--- config.mk ---
export PLATFORM = sky130hd
export DESIGN_NAME = sdam_ctrl
export DESIGN_NICKNAME = d
export VERILOG_FILES = /design/src/core/sdam_pkg.sv /design/src/core/sdam_mux_if.sv /design/src/core/sdam_ctrl.sv /design/src/core/sdam_addr_mux.sv
export SDC_FILE = /design/constraint.sdc
export NUM_CORES = 1
export LEC_CHECK = 0
export BUFFER_PORTS_ARGS = -buffer_cell sky130_fd_sc_hd__buf_4
export CAP_MARGIN = 25
export CORE_UTILIZATION = 34
export CTS_CLUSTER_DIAMETER = 50
export DETAILED_ROUTE_END_ITERATION = 12
export PLACE_DENSITY = 0.54
export SLEW_MARGIN = 10
export SYNTH_ARGS = -nofsm -noshare
export SYNTH_HDL_FRONTEND = slang
export SYNTH_SLANG_ARGS = --single-unit
export TNS_END_PERCENT = 100
--- constraint.sdc ---
create_clock -name sys_clk -period 1.55 [get_ports sys_clk]
set_input_delay 0.31 -clock sys_clk [delete_from_list [all_inputs] [get_ports sys_clk]]
set_output_delay 0.31 -clock sys_clk [all_outputs]
set_load 0.005 [all_outputs]
--- src/core/sdam_pkg.sv ---
package sdam_pkg;

  // ----------------------------------------------------------------
  // Port size and column line encodings
  // ----------------------------------------------------------------
  localparam logic [1:0] SDAM_PORT_32  = 2'h0;
  localparam logic [1:0] SDAM_PORT_16  = 2'h1;
  localparam logic [1:0] SDAM_PORT_8   = 2'h2;
  localparam logic [3:0] SDAM_COLS_8   = 4'h8;
  localparam logic [3:0] SDAM_COLS_9   = 4'h9;
  localparam logic [3:0] SDAM_COLS_10  = 4'ha;

  // ----------------------------------------------------------------
  // Pin range and field positions
  // ----------------------------------------------------------------
  localparam int SDAM_PIN_LO  = 9;
  localparam int SDAM_PIN_HI  = 25;
  localparam int SDAM_PIN_W   = SDAM_PIN_HI - SDAM_PIN_LO + 1;
  localparam int SDAM_ADDR_W  = 32;

  // ----------------------------------------------------------------
  // Reset and idle values
  // ----------------------------------------------------------------
  localparam logic [3:0]            SDAM_MASK_IDLE = 4'hf;
  localparam logic [1:0]            SDAM_SEL_IDLE  = 2'h3;
  localparam logic [SDAM_PIN_W-1:0] SDAM_PINS_RST  = 17'h00000;

  // ----------------------------------------------------------------
  // Timing: row strobe to column strobe
  // ----------------------------------------------------------------
  localparam int SDAM_CLK_NS    = 50;
  localparam int SDAM_RCD_NS    = 20;
  localparam int SDAM_RCD_RAW   = (SDAM_RCD_NS + SDAM_CLK_NS - 1) / SDAM_CLK_NS;
  localparam int SDAM_RCD_CYC   = (SDAM_RCD_RAW < 1) ? 1 : SDAM_RCD_RAW;
  localparam logic [3:0] SDAM_RCD_CNT = 4'(SDAM_RCD_CYC);

  // ----------------------------------------------------------------
  // Access sequencer states
  // ----------------------------------------------------------------
  typedef enum logic [1:0] {SDAM_IDLE, SDAM_ROW, SDAM_WAIT, SDAM_COL} sdam_state_t;

endpackage

--- src/core/sdam_mux_if.sv ---
`timescale 1ns/1ps
interface sdam_mux_if;
  import sdam_pkg::*;

  logic [SDAM_ADDR_W-1:0] addr;
  logic [1:0]             port_size;
  logic [3:0]             col_lines;
  logic                   col_phase;
  logic [SDAM_PIN_W-1:0]  pins;

  modport ctrl (output addr, output port_size, output col_lines, output col_phase, input pins);
  modport mux  (input addr, input port_size, input col_lines, input col_phase, output pins);
endinterface

--- src/core/sdam_ctrl.sv ---
// Operation
// Row strobe is low only while the row address stands on the pins.
// Column strobe is low only while the column address stands on the pins.
// Write_not_read is high for writes and low for reads.
// Two block selects, each driving the chip select of one SDRAM block.
// Board never wires block selects to the SDRAM row strobe input.
// Clock enable output driven by the block; low allows power-down or self-refresh.
// A control bit makes the clock enable pin carry a command bit.
// Four byte lane masks act as per-byte enables to SDRAM data masks.
// Bus clock output clocks every SDRAM; all SDRAM signals synchronous to it.
// In the row phase, pins 9 to 25 carry address bits of equal number.
// For 8-bit ports, pins 17 down to 9 carry column bits 0 to 8.
// Pin 16 carries column bit 1 for 8/16-bit ports; pins 15..9 bits 2..8.
// Pin 18 carries bit 17 for 16-bit, or 32-bit with eight column lines.
// For 16-bit ports pin 19 carries bit 18 with nine or more column lines.
// Pins 20 to 25 carry column bits 19 to 24; code keeps row bits there for 8-bit ports with up to 10 column lines.
// 8-bit, 10 columns: pin 19 carries bit 18; pins 20 upward row only.
// Mapping is chosen by the port width seen, not per-device width.
// Board wires SDRAM address inputs in order from address 0.
// Row address with row strobe first, column address with column strobe later.
`timescale 1ns/1ps
module sdam_ctrl
  import sdam_pkg::*;
(
  // Clock and reset
  input  wire logic                   sys_clk,
  input  wire logic                   reset,
  // Configuration
  input  wire logic [1:0]             port_size,
  input  wire logic [3:0]             col_lines,
  input  wire logic                   command_on_clock_enable,
  input  wire logic                   clock_enable_command,
  input  wire logic                   power_down_req,
  input  wire logic                   bus_clock_stop,
  // Access request
  input  wire logic                   req_valid,
  input  wire logic                   req_write,
  input  wire logic                   req_block,
  input  wire logic [SDAM_ADDR_W-1:0] req_addr,
  input  wire logic [3:0]             req_byte_en,
  output logic                        req_ready,
  output logic                        req_done,
  // SDRAM pins
  output logic [SDAM_PIN_W-1:0]       addr_pins,
  output logic                        row_strobe_n,
  output logic                        column_strobe_n,
  output logic                        write_not_read,
  output logic [1:0]                  sdram_block_select_n,
  output logic                        sdram_clock_enable,
  output logic [3:0]                  byte_lane_mask,
  output logic                        bus_clock_out_enable
);

  sdam_state_t            state_q;
  logic [3:0]             wait_q;
  logic [SDAM_ADDR_W-1:0] addr_q;
  logic                   write_q;
  logic                   block_q;
  logic [3:0]             be_q;
  logic [1:0]             port_q;
  logic [3:0]             cols_q;
  logic                   ready_q;
  logic                   done_q;
  logic [SDAM_PIN_W-1:0]  pins_q;
  logic                   ras_n_q;
  logic                   cas_n_q;
  logic                   wnr_q;
  logic [1:0]             sel_n_q;
  logic                   cke_q;
  logic [3:0]             mask_q;
  logic                   clk_en_q;
  logic                   take;

  sdam_mux_if mux_bus ();

  assign take              = (state_q == SDAM_IDLE) && req_valid && ready_q;
  assign mux_bus.addr      = addr_q;
  assign mux_bus.port_size = port_q;
  assign mux_bus.col_lines = cols_q;
  assign mux_bus.col_phase = (state_q == SDAM_COL);

  sdam_addr_mux u_mux (
    .m (mux_bus.mux)
  );

  // ----------------------------------------------------------------
  // Access sequencer
  // ----------------------------------------------------------------
  always_ff @(posedge sys_clk)
  begin
    if (reset)
    begin
      state_q <= SDAM_IDLE;
      wait_q  <= 4'h0;
    end
    else
    begin
      case (state_q)
        SDAM_IDLE:
        begin
          if (take)
          begin
            state_q <= SDAM_ROW;
          end
        end
        SDAM_ROW:
        begin
          state_q <= SDAM_WAIT;
          wait_q  <= SDAM_RCD_CNT;
        end
        SDAM_WAIT:
        begin
          if (wait_q <= 4'h1)
          begin
            state_q <= SDAM_COL;
          end
          wait_q <= wait_q - 4'h1;
        end
        SDAM_COL:
        begin
          state_q <= SDAM_IDLE;
        end
        default:
        begin
          state_q <= SDAM_IDLE;
        end
      endcase
    end
  end

  // ----------------------------------------------------------------
  // Request capture and handshake
  // ----------------------------------------------------------------
  always_ff @(posedge sys_clk)
  begin
    if (reset)
    begin
      addr_q  <= 32'h00000000;
      write_q <= 1'b0;
      block_q <= 1'b0;
      be_q    <= 4'h0;
      port_q  <= SDAM_PORT_32;
      cols_q  <= SDAM_COLS_8;
    end
    else if (take)
    begin
      addr_q  <= req_addr;
      write_q <= req_write;
      block_q <= req_block;
      be_q    <= req_byte_en;
      port_q  <= port_size;
      cols_q  <= col_lines;
    end
  end

  always_ff @(posedge sys_clk)
  begin
    if (reset)
    begin
      ready_q <= 1'b0;
      done_q  <= 1'b0;
    end
    else
    begin
      ready_q <= (state_q == SDAM_IDLE && !take) || (state_q == SDAM_COL);
      done_q  <= (state_q == SDAM_COL);
    end
  end

  // ----------------------------------------------------------------
  // SDRAM address and command pins
  // ----------------------------------------------------------------
  always_ff @(posedge sys_clk)
  begin
    if (reset)
    begin
      pins_q  <= SDAM_PINS_RST;
      ras_n_q <= 1'b1;
      cas_n_q <= 1'b1;
      wnr_q   <= 1'b0;
      sel_n_q <= SDAM_SEL_IDLE;
      mask_q  <= SDAM_MASK_IDLE;
    end
    else
    begin
      ras_n_q <= !(state_q == SDAM_ROW);
      cas_n_q <= !(state_q == SDAM_COL);
      mask_q  <= (state_q == SDAM_COL) ? ~be_q : SDAM_MASK_IDLE;
      if (state_q == SDAM_ROW || state_q == SDAM_COL)
      begin
        pins_q  <= mux_bus.pins;
        wnr_q   <= write_q;
        sel_n_q <= block_q ? 2'h1 : 2'h2;
      end
      else
      begin
        sel_n_q <= SDAM_SEL_IDLE;
      end
    end
  end

  // ----------------------------------------------------------------
  // Clock enable and bus clock gating
  // ----------------------------------------------------------------
  always_ff @(posedge sys_clk)
  begin
    if (reset)
    begin
      cke_q    <= 1'b1;
      clk_en_q <= 1'b1;
    end
    else
    begin
      cke_q    <= command_on_clock_enable ? clock_enable_command : !power_down_req;
      clk_en_q <= !bus_clock_stop;
    end
  end

  assign req_ready            = ready_q;
  assign req_done             = done_q;
  assign addr_pins            = pins_q;
  assign row_strobe_n         = ras_n_q;
  assign column_strobe_n      = cas_n_q;
  assign write_not_read       = wnr_q;
  assign sdram_block_select_n = sel_n_q;
  assign sdram_clock_enable   = cke_q;
  assign byte_lane_mask       = mask_q;
  assign bus_clock_out_enable = clk_en_q;
endmodule

--- src/core/sdam_addr_mux.sv ---
`timescale 1ns/1ps
module sdam_addr_mux
  import sdam_pkg::*;
(
  // Address and configuration in, pin values out
  sdam_mux_if.mux m
);

  logic is8;
  logic is16;
  logic is32;
  logic [SDAM_PIN_W-1:0] pin;

  assign is8  = (m.port_size == SDAM_PORT_8);
  assign is16 = (m.port_size == SDAM_PORT_16);
  assign is32 = (m.port_size == SDAM_PORT_32);

  // ----------------------------------------------------------------
  // Row or column address onto pins 9 to 25
  // ----------------------------------------------------------------
  always_comb
  begin
    pin = m.addr[SDAM_PIN_HI:SDAM_PIN_LO];
    if (m.col_phase)
    begin
      for (int p = 9; p <= 15; p++)
      begin
        pin[p-SDAM_PIN_LO] = m.addr[17-p];
      end
      if (is8)
      begin
        pin[17-SDAM_PIN_LO] = m.addr[0];
      end
      else if (is32)
      begin
        pin[17-SDAM_PIN_LO] = m.addr[16];
      end
      if (is8 || is16)
      begin
        pin[16-SDAM_PIN_LO] = m.addr[1];
      end
      if (is16 || (is32 && m.col_lines == SDAM_COLS_8))
      begin
        pin[18-SDAM_PIN_LO] = m.addr[17];
      end
      if ((is16 && m.col_lines >= SDAM_COLS_9) || (is8 && m.col_lines >= SDAM_COLS_10))
      begin
        pin[19-SDAM_PIN_LO] = m.addr[18];
      end
      if (!(is8 && m.col_lines <= SDAM_COLS_10))
      begin
        for (int p = 20; p <= 25; p++)
        begin
          pin[p-SDAM_PIN_LO] = m.addr[p-1];
        end
      end
    end
  end

  assign m.pins = pin;

endmodule

==> metrics.md, run 1 <==
| Metric | Value |
|---|---|
| Root Buffer | `clkbuf_8` |
| Power Density | `approximately 1500 mW/mm^2` |
| Sequential area share after synthesis | `a little over 50%` |
| Flops & latches, synth | `74` |
| Ant diodes | `0` |
| Critical path type | `register to register` |
| Post-CTS Hold Fix Bufs | `0` |
| Area leader, netlist | `dfxtp_1` |
| TNS Setup | `0 ns` |
| IO Count | `a little over 80` |
| Post-synth EDFFs | `0` |
| Die X | `approximately 95 um` |
| Worst-case vdd ir drop | `between 0.0006 and 0.0007 V` |
| F_max | `0.671 GHz` |
| Initial antenna violation count | `0` |
| Post-Syn Area | `around 0.003 sq mm` |
| Leak pwr | `1.59 nW` |
| Die height | `94.7 um` |
| Post-synthesis cell count | `348` |
| Final nets | `approximately 490` |
| Remaining DRCs | `0` |
| Type of the tightest min-delay check | `primary input to register` |
| Final max-slew violation count | `0` |
| Net Count, Synth | `between 400 and 500` |
| Slew Limit Headroom | `~69%` |
| Vias in the first global route | `approximately 2300` |
| Reg2reg path depth | `7` |
| CTS clk-pin slew, worst paths | `0.08 ns` |
| Row cnt | `33` |
| Required time of the critical path | `roughly 1.8 ns` |
| FF-to-FF Start | `mux_bus.port_size[0]` |
| Yosys cell types | `36` |
| Clk buf depth | `2` |
| Top cell type's share of synthesized area | `50.7%` |
| Total number of vias | `2511` |
| WP data arrival | `~1.7 ns` |
| Tmin final | `between 1 and 1.5 ns` |
| CTS H-tree lvls | `3` |
| Clk_lat worst skew | `0.34 ns` |
| Unrepaired setup endpoints after global routing | `yes` |
| Count leader, synth | `nand2_1` |
| Initial Util | `35.4%` |
| Overflow after GRT | `0` |
| Reg-to-reg setup timing slack | `approximately 0.060 ns` |
| Crit path to | `addr_pins[11]` |
| # clock sinks | `74` |
| Status | `complete, no violations` |
| Synth top area cells | `dfxtp_1, nand2_1, a21oi_1` |
| Asr flop ratio synth | `0%` |
| Main synth FF type | `dfxtp_1` |
| Synthesized area per cell | `approximately 8.4 sq um` |
| Core box area | `~0.0083 sq mm` |
| Final setup viols | `0` |
| Post-Route WL | `6570 um` |
| DRT iter0 DRCs | `60` |
| Clk_skew | `approximately 0.0096 ns` |
| Post-route setup slack | `~0.06 ns` |
| Worst-Margin Slew | `about 0.47 ns` |
| Critical path launch point type | `register` |
| Share of layout cells above drive strength 1 | `between 20% and 30%` |
| Drt pass-1 iters | `4` |
| GRT Total Usage | `15.7%` |
| Part of the cycle the worst path needs | `between 90 and 100%` |
| CTS buffer count | `9` |
| Final hold vios | `0` |
| Routability cong. | `around 0.73` |
| DR WL/cell | `12.2 um` |
| Reg2reg end | `addr_pins[11]` |
| First-pass GRT wire length | `approximately 11000 um` |
| Via-to-Cell Ratio | `between 4 and 5` |
| Dpl hpwl | `approximately 4600 um` |
| IO buf count | `74` |
| Detail Route Antenna Nets | `0` |
| Max-Cap Viols | `0` |
| Die area | `0.00897 sq mm` |
| Synth Warn # | `0` |
| Largest net degree at the start of global routing | `47` |
| Critical-path maximum fanout | `7` |
| Area Growth Syn to Fin | `35.1%` |
| Pwr Total | `between 5 and 6 mW` |
| Dpl ws | `-0.0342 ns` |
| CP startpoint | `mux_bus.port_size[0]` |
| CP Capture Type | `register` |
| CTS tree | `yes` |
| Post-synth top cells | `nand2_1, dfxtp_1, a21oi_1` |
cell families (layout without fill, tap and decap cells):
group,count (synthesis),count (layout),synth area share (%)
simple gates,144,144,20.7
flops,74,74,50.7
compound gates,72,72,14.7
buf+inv,32,117,4.20
mux,16,16,5.48
fa+ha+maj,10,10,4.28
critical path: stages (launching register included):
cell,delay (ns)
dfxtp_2,0.34
inv_2,0.05
ha_4,0.17
nor2b_4,0.13
a221oi_4,0.26
buf_12,0.16
mux2i_1,0.19
a211oi_1,0.09
per-stage QoR:
stage	util [%]	cell area [sq um]	hold slack, ns	instances
6_report	47.8	3950	0.133	538
3_3_place_gp	44.9	3710	0.363	521
4_1_cts	47.7	3940	0.112	537
5_1_grt	47.8	3950	0.105	538
3_5_place_dp	44.9	3710	0.366	521
2_1_floorplan	-	2930	0.358	348
state kept, by name, summed over array words and instances, names as in the netlist:
register and cells:
bus_clock_out_enable 1, write_not_read 1, sdram_clock_enable 1, addr_q 26, state_q 2, req_ready 1
cols_q 4, write_q 1, sdram_block_select_n 2, row_strobe_n 1, byte_lane_mask 4, block_q 1
be_q 4, mux_bus.port_size 2, req_done 1, wait_q 4, column_strobe_n 1, addr_pins 17
worst min path at each step:
| stage | from | to | cells past startpoint |
|---|---|---|---|
| after floorplan | be_q[0] | byte_lane_mask[0] | 1 |
| after global placement | be_q[3] | byte_lane_mask[3] | 1 |
| after detailed placement | be_q[0] | byte_lane_mask[0] | 1 |
| after CTS | bus_clock_stop | bus_clock_out_enable | 2 |
| after global routing | bus_clock_stop | bus_clock_out_enable | 2 |
| final | bus_clock_stop | bus_clock_out_enable | 2 |
layout by cell type, fill, tap and decap left out, types with 2 or more instances in the layout:
cell	netlist	routed
nor2_1	36	36
nand3_1	2	2
bufinv_16	0	2
a22oi_1	2	2
clkbuf_8	0	9
a21oi_1	49	49
dfxtp_1	74	73
nor3_1	5	5
inv_1	10	9
buf_12	0	5
o21ai_0	4	4
nand2b_1	4	4
nand3b_1	3	3
inv_2	1	2
nand2_1	85	85
mux2i_1	16	16
buf_4	0	85
a211oi_1	8	8
ha_1	10	8
power breakdown:
part / internal, mW / leakage [nW] / switching (mW)
clock: 0.913 / 0.107 / 0.724
sequential: 2.22 / 0.602 / 0.206
combinational: 0.888 / 0.884 / 0.944
layout make-up:
cell class / count / area [sq um]
Clock buffer: 10 / 128
Clock inverter: 6 / 90.1
Fill cell: 851 / 4310
Inverter: 11 / 41.3
Multi-Input combinational cell: 242 / 1340
Sequential cell: 74 / 1480
Tap cell: 105 / 131
Timing Repair Buffer: 90 / 738
metal layers:
| layer | GRT usage [%] | vias up | share of wire [%] |
|---|---|---|---|
| met3 | 5.48 | 7 | 5.3 |
| met1 | 18.5 | 1143 | 46 |
| li1 | - | 1309 | - |
| met4 | 4.80 | 0 | 0.91 |
| met2 | 26.7 | 52 | 48 |
| met5 | 0 | - | 0 |
repair_timing:
item	CTS	global route
endpoints found under the setup margin	6	8
cloned	0	0
gates resized for setup	4	1
pin swaps	2	5
setup buffers	0	1
Note: power is estimated with default switching activity, not from simulation.
==> run 2, diff against run 1 <==
BUFFER_PORTS_ARGS = not set   (was -buffer_cell sky130_fd_sc_hd__buf_4)
DONT_BUFFER_PORTS = 1   (was not set)
PLACE_DENSITY = 0.46   (was 0.54)
==> run 2 against run 1 <==
  * Count of clock-buffer cells in the layout increased by 1
  * Wire length decreased by 4.2%
  * First-iteration DRC count decreased by 20%
  * Via count decreased by 10%
  * Flip-flop and latch count unchanged
  * Maximum frequency decreased by 2.4%
  * Largest power group unchanged
  * Cell count decreased by 14%
==> metrics.md, run 2 (same netlist as run 1, synthesis figures left out) <==
| Metric | Value |
|---|---|
| Status | `complete, no violations` |
| Largest reg by FF count | `addr_q` |
| Max-Cap Viols | `0 (unchanged)` |
| Leak pwr | `1.23 nW (-23%)` |
| Final Core Density | `41.0% (-6.8 points)` |
| Clk_lat worst skew | `0.34 ns (about the same)` |
| Root Buffer | `clkbuf_8` |
| Detail Route Antenna Nets | `0 (unchanged)` |
| Slew Limit Headroom | `80.9% (+12 points)` |
| Final max-slew violation count | `0 (unchanged)` |
| CTS tree | `yes` |
| # clock sinks | `74 (unchanged)` |
| Vias in the first global route | `2148 (-7.8%)` |
| Type of the tightest min-delay check | `primary input to register` |
| Reg-to-reg setup timing slack | `0.02 ns (-0.04 ns)` |
| Remaining DRCs | `0 (unchanged)` |
| Unrepaired setup endpoints after global routing | `yes` |
| Ant diodes | `0 (unchanged)` |
| WP data arrival | `1.76 ns (+0.04 ns)` |
| GR peak layer | `met2` |
| Total number of vias | `2250 (-10%)` |
| DR WL/cell | `13.6 um (+11%)` |
| Core box area | `0.00826 sq mm (unchanged)` |
| Initial Util | `35.4% (unchanged)` |
| Commonest non-fill, non-tap cell in the layout | `nand2_1` |
| Critical path launch point type | `register` |
| CTS H-tree lvls | `3 (unchanged)` |
| Critical-path maximum fanout | `6 (-1)` |
| Share of layout cells above drive strength 1 | `12.0% (-14 points)` |
| Post-route setup slack | `0.0234 ns (-0.0365 ns)` |
| Hold WS | `0.0389 ns (-0.0945 ns)` |
| Row cnt | `33 (unchanged)` |
| Clk_skew | `0.00992 ns (+0.000284 ns)` |
| Initial antenna violation count | `0 (unchanged)` |
| Worst-Margin Slew | `0.282 ns (-0.185 ns)` |
| CP Capture Type | `register` |
| TNS Setup | `0 ns (unchanged)` |
| Part of the cycle the worst path needs | `98.5% (+2.4 points)` |
| Via-to-Cell Ratio | `4.85 (+3.9%)` |
| Flip-flop count of the largest register after layout | `26 (unchanged)` |
| CTS clk-pin slew, worst paths | `0.08 ns (about the same)` |
| Dpl ws | `-0.0364 ns (-0.00225 ns)` |
| GR Layer Usage met2 | `25.0% (-1.7 points)` |
| Met3 GRT Util | `4.83% (-0.64 points)` |
| Die height | `94.7 um (unchanged)` |
| Drt pass-1 iters | `4 (unchanged)` |
| Post-Route WL | `6290 um (-4.2%)` |
| Post-CTS Hold Fix Bufs | `0 (unchanged)` |
| M1 GR Usage | `17.0% (-1.5 points)` |
| Clk buf depth | `2 (unchanged)` |
| GRT Total Usage | `14.9% (-0.80 points)` |
| Final hold vios | `0 (unchanged)` |
| Largest net degree at the start of global routing | `72 (+53%)` |
| Final setup viols | `0 (unchanged)` |
| Non-filler cells, final | `464 (-14%)` |
| CTS buffer count | `9 (unchanged)` |
| IO Count | `81 (unchanged)` |
| Routability cong. | `0.703 (-4.0%)` |
| DRT iter0 DRCs | `48 (-20%)` |
| Final nets | `416 (-15%)` |
| IO buf count | `0 (-100%)` |
| Critical path type | `register to register` |
| First-pass GRT wire length | `10100 um (-5.8%)` |
| Die X | `94.7 um (unchanged)` |
| Placed insts | `448 (-14%)` |
| Worst-case vdd ir drop | `0.000471 V (-27%)` |
| Final instance area | `0.00339 sq mm (-14%)` |
| Overflow after GRT | `0 (unchanged)` |
| Commonest non-fill, non-tap cells in the layout | `nand2_1, dfxtp_1, a21oi_1` |
| Placed instance area | `0.00313 sq mm (-15%)` |
| Area Growth Syn to Fin | `15.9%` |
| Tmin final | `1.53 ns (+0.0365 ns)` |
| Die area | `0.00897 sq mm (unchanged)` |
| Power Density | `1620 mW/mm^2 (+8.8%)` |
| F_max | `0.655 GHz (-2.4%)` |
| Dpl hpwl | `4220 um (-7.7%)` |
| Required time of the critical path | `1.78 ns (about the same)` |
| Pwr Total | `5.50 mW (-6.7%)` |
| Fillers | `873 (+2.6%)` |
## run 2: metal layers
layer | part of all wire [%] | wire [um] | up-vias
met5 | 0 | 0 | -
met4 | 1.8 | 115 | 0
met3 | 6.0 | 375 | 10
met2 | 48 | 3000 | 45
met1 | 45 | 2800 | 1029
li1 | - | - | 1166
## run 2: critical path, cell delays in order (launching register included)
cell,delay [ns]
dfxtp_2,0.34
inv_2,0.05
ha_4,0.17
nor2b_4,0.13
a221oi_4,0.26
buf_12,0.16
mux2i_4,0.22
a211oi_2,0.08
## run 2: final cells by class
type	count	area (sq um)	area share (%)
sequential	74	1480	43.8
inverter	11	41.3	1.22
clock inverter	4	51.3	1.51
timing repair buffer	17	173	5.10
multi-input combinational	242	1370	40.3
tap	105	131	3.88
clock buffer	11	141	4.17
## run 2: final timing paths
check | start | to | cells past startpoint
worst max register to register | mux_bus.port_size[0] | addr_pins[12] | 7
worst max-delay path | mux_bus.port_size[0] | addr_pins[12] | 7
worst min register to register | be_q[3] | byte_lane_mask[3] | 1
worst min-delay path | reset | be_q[2] | 1
## run 2: power by group
| part | switching, mW | internal (mW) |
|---|---|---|
| Sequential | 0.242 | 2.22 |
| Clock | 0.692 | 0.783 |
| Combinational | 0.868 | 0.696 |
## run 2: what timing repair did
action / CTS / global route
cloned: 0 / 0
pin swaps: 2 / 8
setup endpoints to repair: 5 / 13
resized for setup: 3 / 10
setup buffers: 2 / 0
==> run 3, diff against run 2 <==
ABC_CLOCK_PERIOD_IN_PS = 1550   (was not set)
CORE_UTILIZATION = 55   (was 34)
PLACE_DENSITY = 0.69   (was 0.46)
==> run 3 against run 2 <==
  * Maximum frequency increased by 2.9%
  * Utilization rose by 24 points
  * Sequential share of layout area is 0.90 points higher
  * Largest power group unchanged
  * Largest cell class unchanged
  * First-iteration DRC count rose to 3.3 times the previous value
  * Highest routed layer unchanged
  * Sequential power about the same
==> metrics.md, run 3 (same netlist as run 1, synthesis figures left out) <==
| Metric | Value |
|---|---|
| Status | `complete, no violations` |
| Type of the tightest min-delay check | `primary input to register` |
| Via-to-Cell Ratio | `5.40 (+11%)` |
| Register share of total power | `43.5% (-1.3 points)` |
| Vias in the first global route | `2147 (-0.047%)` |
| Routability cong. | `0.794 (+13%)` |
| Critical-path maximum fanout | `7 (+1)` |
| Critical path launch point type | `register` |
| Placed insts | `409 (-8.7%)` |
| Clk network pwr share | `30.7% (+3.9 points)` |
| # clock sinks | `74 (unchanged)` |
| Non-filler cells, final | `425 (-8.4%)` |
| Clk_lat worst skew | `0.35 ns (about the same)` |
| Tmin final | `1.48 ns (-0.0433 ns)` |
| Sw Pwr | `1.79 mW (-0.85%)` |
| Required time of the critical path | `1.78 ns (about the same)` |
| Largest reg by FF count | `addr_q` |
| Row cnt | `26 (-21%)` |
| Part of the cycle the worst path needs | `95.7% (-2.8 points)` |
| Worst-Margin Slew | `0.409 ns (+0.127 ns)` |
| GRT Total Usage | `23.0% (+8.2 points)` |
| Post-route setup slack | `0.0666 ns (+0.0433 ns)` |
| IO buf count | `0 (unchanged)` |
| Remaining DRCs | `0 (unchanged)` |
| Dpl ws | `-0.0215 ns (+0.0150 ns)` |
| Critical path type | `register to register` |
| First-pass GRT wire length | `9590 um (-5.0%)` |
| Max-Cap Viols | `0 (unchanged)` |
| CTS buffer count | `9 (unchanged)` |
| Dpl hpwl | `4040 um (-4.4%)` |
| CTS tree | `yes` |
| Drt pass-1 iters | `4 (unchanged)` |
| DR WL/cell | `14.2 um (+4.6%)` |
| Final setup viols | `0 (unchanged)` |
| Clk buf depth | `2 (unchanged)` |
| DRT iter0 DRCs | `159 (+230%)` |
| Worst-case vdd ir drop | `0.000845 V (+79%)` |
| Detail Route Antenna Nets | `0 (unchanged)` |
| Post CTS Setup Buffer Count | `0 (-2)` |
| Net Sw Frac | `31.4% (-1.3 points)` |
| Worst path cell trace | `inv_2 -> ha_4 -> nor2b_4 -> a221oi_4 -> buf_12 -> mux2i_1 -> a211oi_1` |
| Overflow after GRT | `0 (unchanged)` |
| Total number of vias | `2294 (+2.0%)` |
| Die area | `0.00561 sq mm (-37%)` |
| Combinational fraction of design power | `25.8% (-2.6 points)` |
| Die X | `74.9 um (-21%)` |
| Final nets | `411 (-1.2%)` |
| Core box area | `0.00511 sq mm (-38%)` |
| CTS clk-pin slew, worst paths | `0.08 ns (about the same)` |
| WP data arrival | `1.71 ns (-0.05 ns)` |
| Routed wl met2 | `3030 um (+1.1%)` |
| CP Capture Type | `register` |
| Crit path max-delay family | `flip-flops` |
| Unrepaired setup endpoints after global routing | `yes` |
| Root Buffer | `clkbuf_8` |
| Leak pwr | `1.22 nW (-0.59%)` |
| IO Count | `81 (unchanged)` |
| CP bufs+invs | `2 (unchanged)` |
| Met1 WL | `2510 um (-10%)` |
| Max stage delay on crit path | `0.34 ns (about the same)` |
| Largest net degree at the start of global routing | `72 (unchanged)` |
| Initial antenna violation count | `0 (unchanged)` |
| CTS H-tree lvls | `3 (unchanged)` |
| Initial Util | `57.2% (+22 points)` |
| Critical path's slowest cell | `dfxtp_2` |
| Internal cell power | `3.90 mW (+5.4%)` |
| Commonest non-fill, non-tap cell in the layout | `nand2_1` |
| Slew Limit Headroom | `72.6% (-8.3 points)` |
| Met3 wire length | `403 um (+7.5%)` |
| Uppermost layer routed | `met4` |
| F_max | `0.674 GHz (+2.9%)` |
| Post-Route WL | `6030 um (-4.2%)` |
| Power Density | `1710 mW/mm^2 (+5.3%)` |
| Flip-flop count of the largest register after layout | `26 (unchanged)` |
| Ant diodes | `0 (unchanged)` |
| Commonest non-fill, non-tap cells in the layout | `nand2_1, dfxtp_1, a21oi_1` |
| Area Growth Syn to Fin | `13.7%` |
| Post-CTS Hold Fix Bufs | `0 (unchanged)` |
| Final hold vios | `0 (unchanged)` |
| Clk_skew | `0.00604 ns (-0.00388 ns)` |
| Share of layout cells above drive strength 1 | `11.0% (-0.99 points)` |
| Pwr Total | `5.68 mW (+3.4%)` |
| Die height | `74.9 um (-21%)` |
| Final max-slew violation count | `0 (unchanged)` |
-- run 3: worst paths after layout --
| kind | startpoint | to | slack (ns) | depth (start not counted) |
|---|---|---|---|---|
| min reg2reg | be_q[3] | byte_lane_mask[3] | 0.38 | 1 |
| min | reset | addr_pins[16] | 0.03 | 1 |
| max | mux_bus.port_size[0] | addr_pins[11] | 0.07 | 7 |
| max reg2reg | mux_bus.port_size[0] | addr_pins[11] | 0.07 | 7 |
-- run 3: metal layers --
layer,track usage (%),vias to the layer above
li1,-,1151
met4,9.43,0
met5,0,-
met2,38.2,50
met3,10.0,11
met1,26.0,1082
-- run 3: layout make-up --
cell class	count	area, sq um
repair buffers	12	119
well taps	70	87.6
inverters	11	41.3
multi-input cells	242	1360
clock inverters	6	105
flip-flops and latches	74	1490
clock buffers	10	128
fillers	446	1780
-- run 3: power groups by stage --
stage | Clock (mW) | Combinational [mW] | Sequential (mW)
floorplan | 0 | 1.09 | 2.44
detailed placement | 0 | 1.42 | 2.50
global route | 1.87 | 1.65 | 2.52
finish | 1.75 | 1.46 | 2.47
CTS | 1.79 | 1.44 | 2.47
global placement | 0 | 1.37 | 2.49
-- run 3: metrics by stage --
| step | util [%] | area (sq um) | hold slack [ns] | TNS (ns) |
|---|---|---|---|---|
| 3_3_place_gp | 59.7 | 3050 | 0.361 | 0 |
| 3_5_place_dp | 59.7 | 3050 | 0.368 | -0.0730 |
| 5_1_grt | 65.1 | 3320 | 0.00200 | -0.0985 |
| 4_1_cts | 64.7 | 3310 | 0.00337 | 0 |
| 6_report | 65.1 | 3320 | 0.0305 | 0 |
| 2_1_floorplan | - | 2930 | 0.358 | 0 |
-- run 3: timing repair --
item                                    4_1_cts  5_1_grt
pin swaps                                     2        5
endpoints found under the setup margin        6       49
resized for setup                             5        8
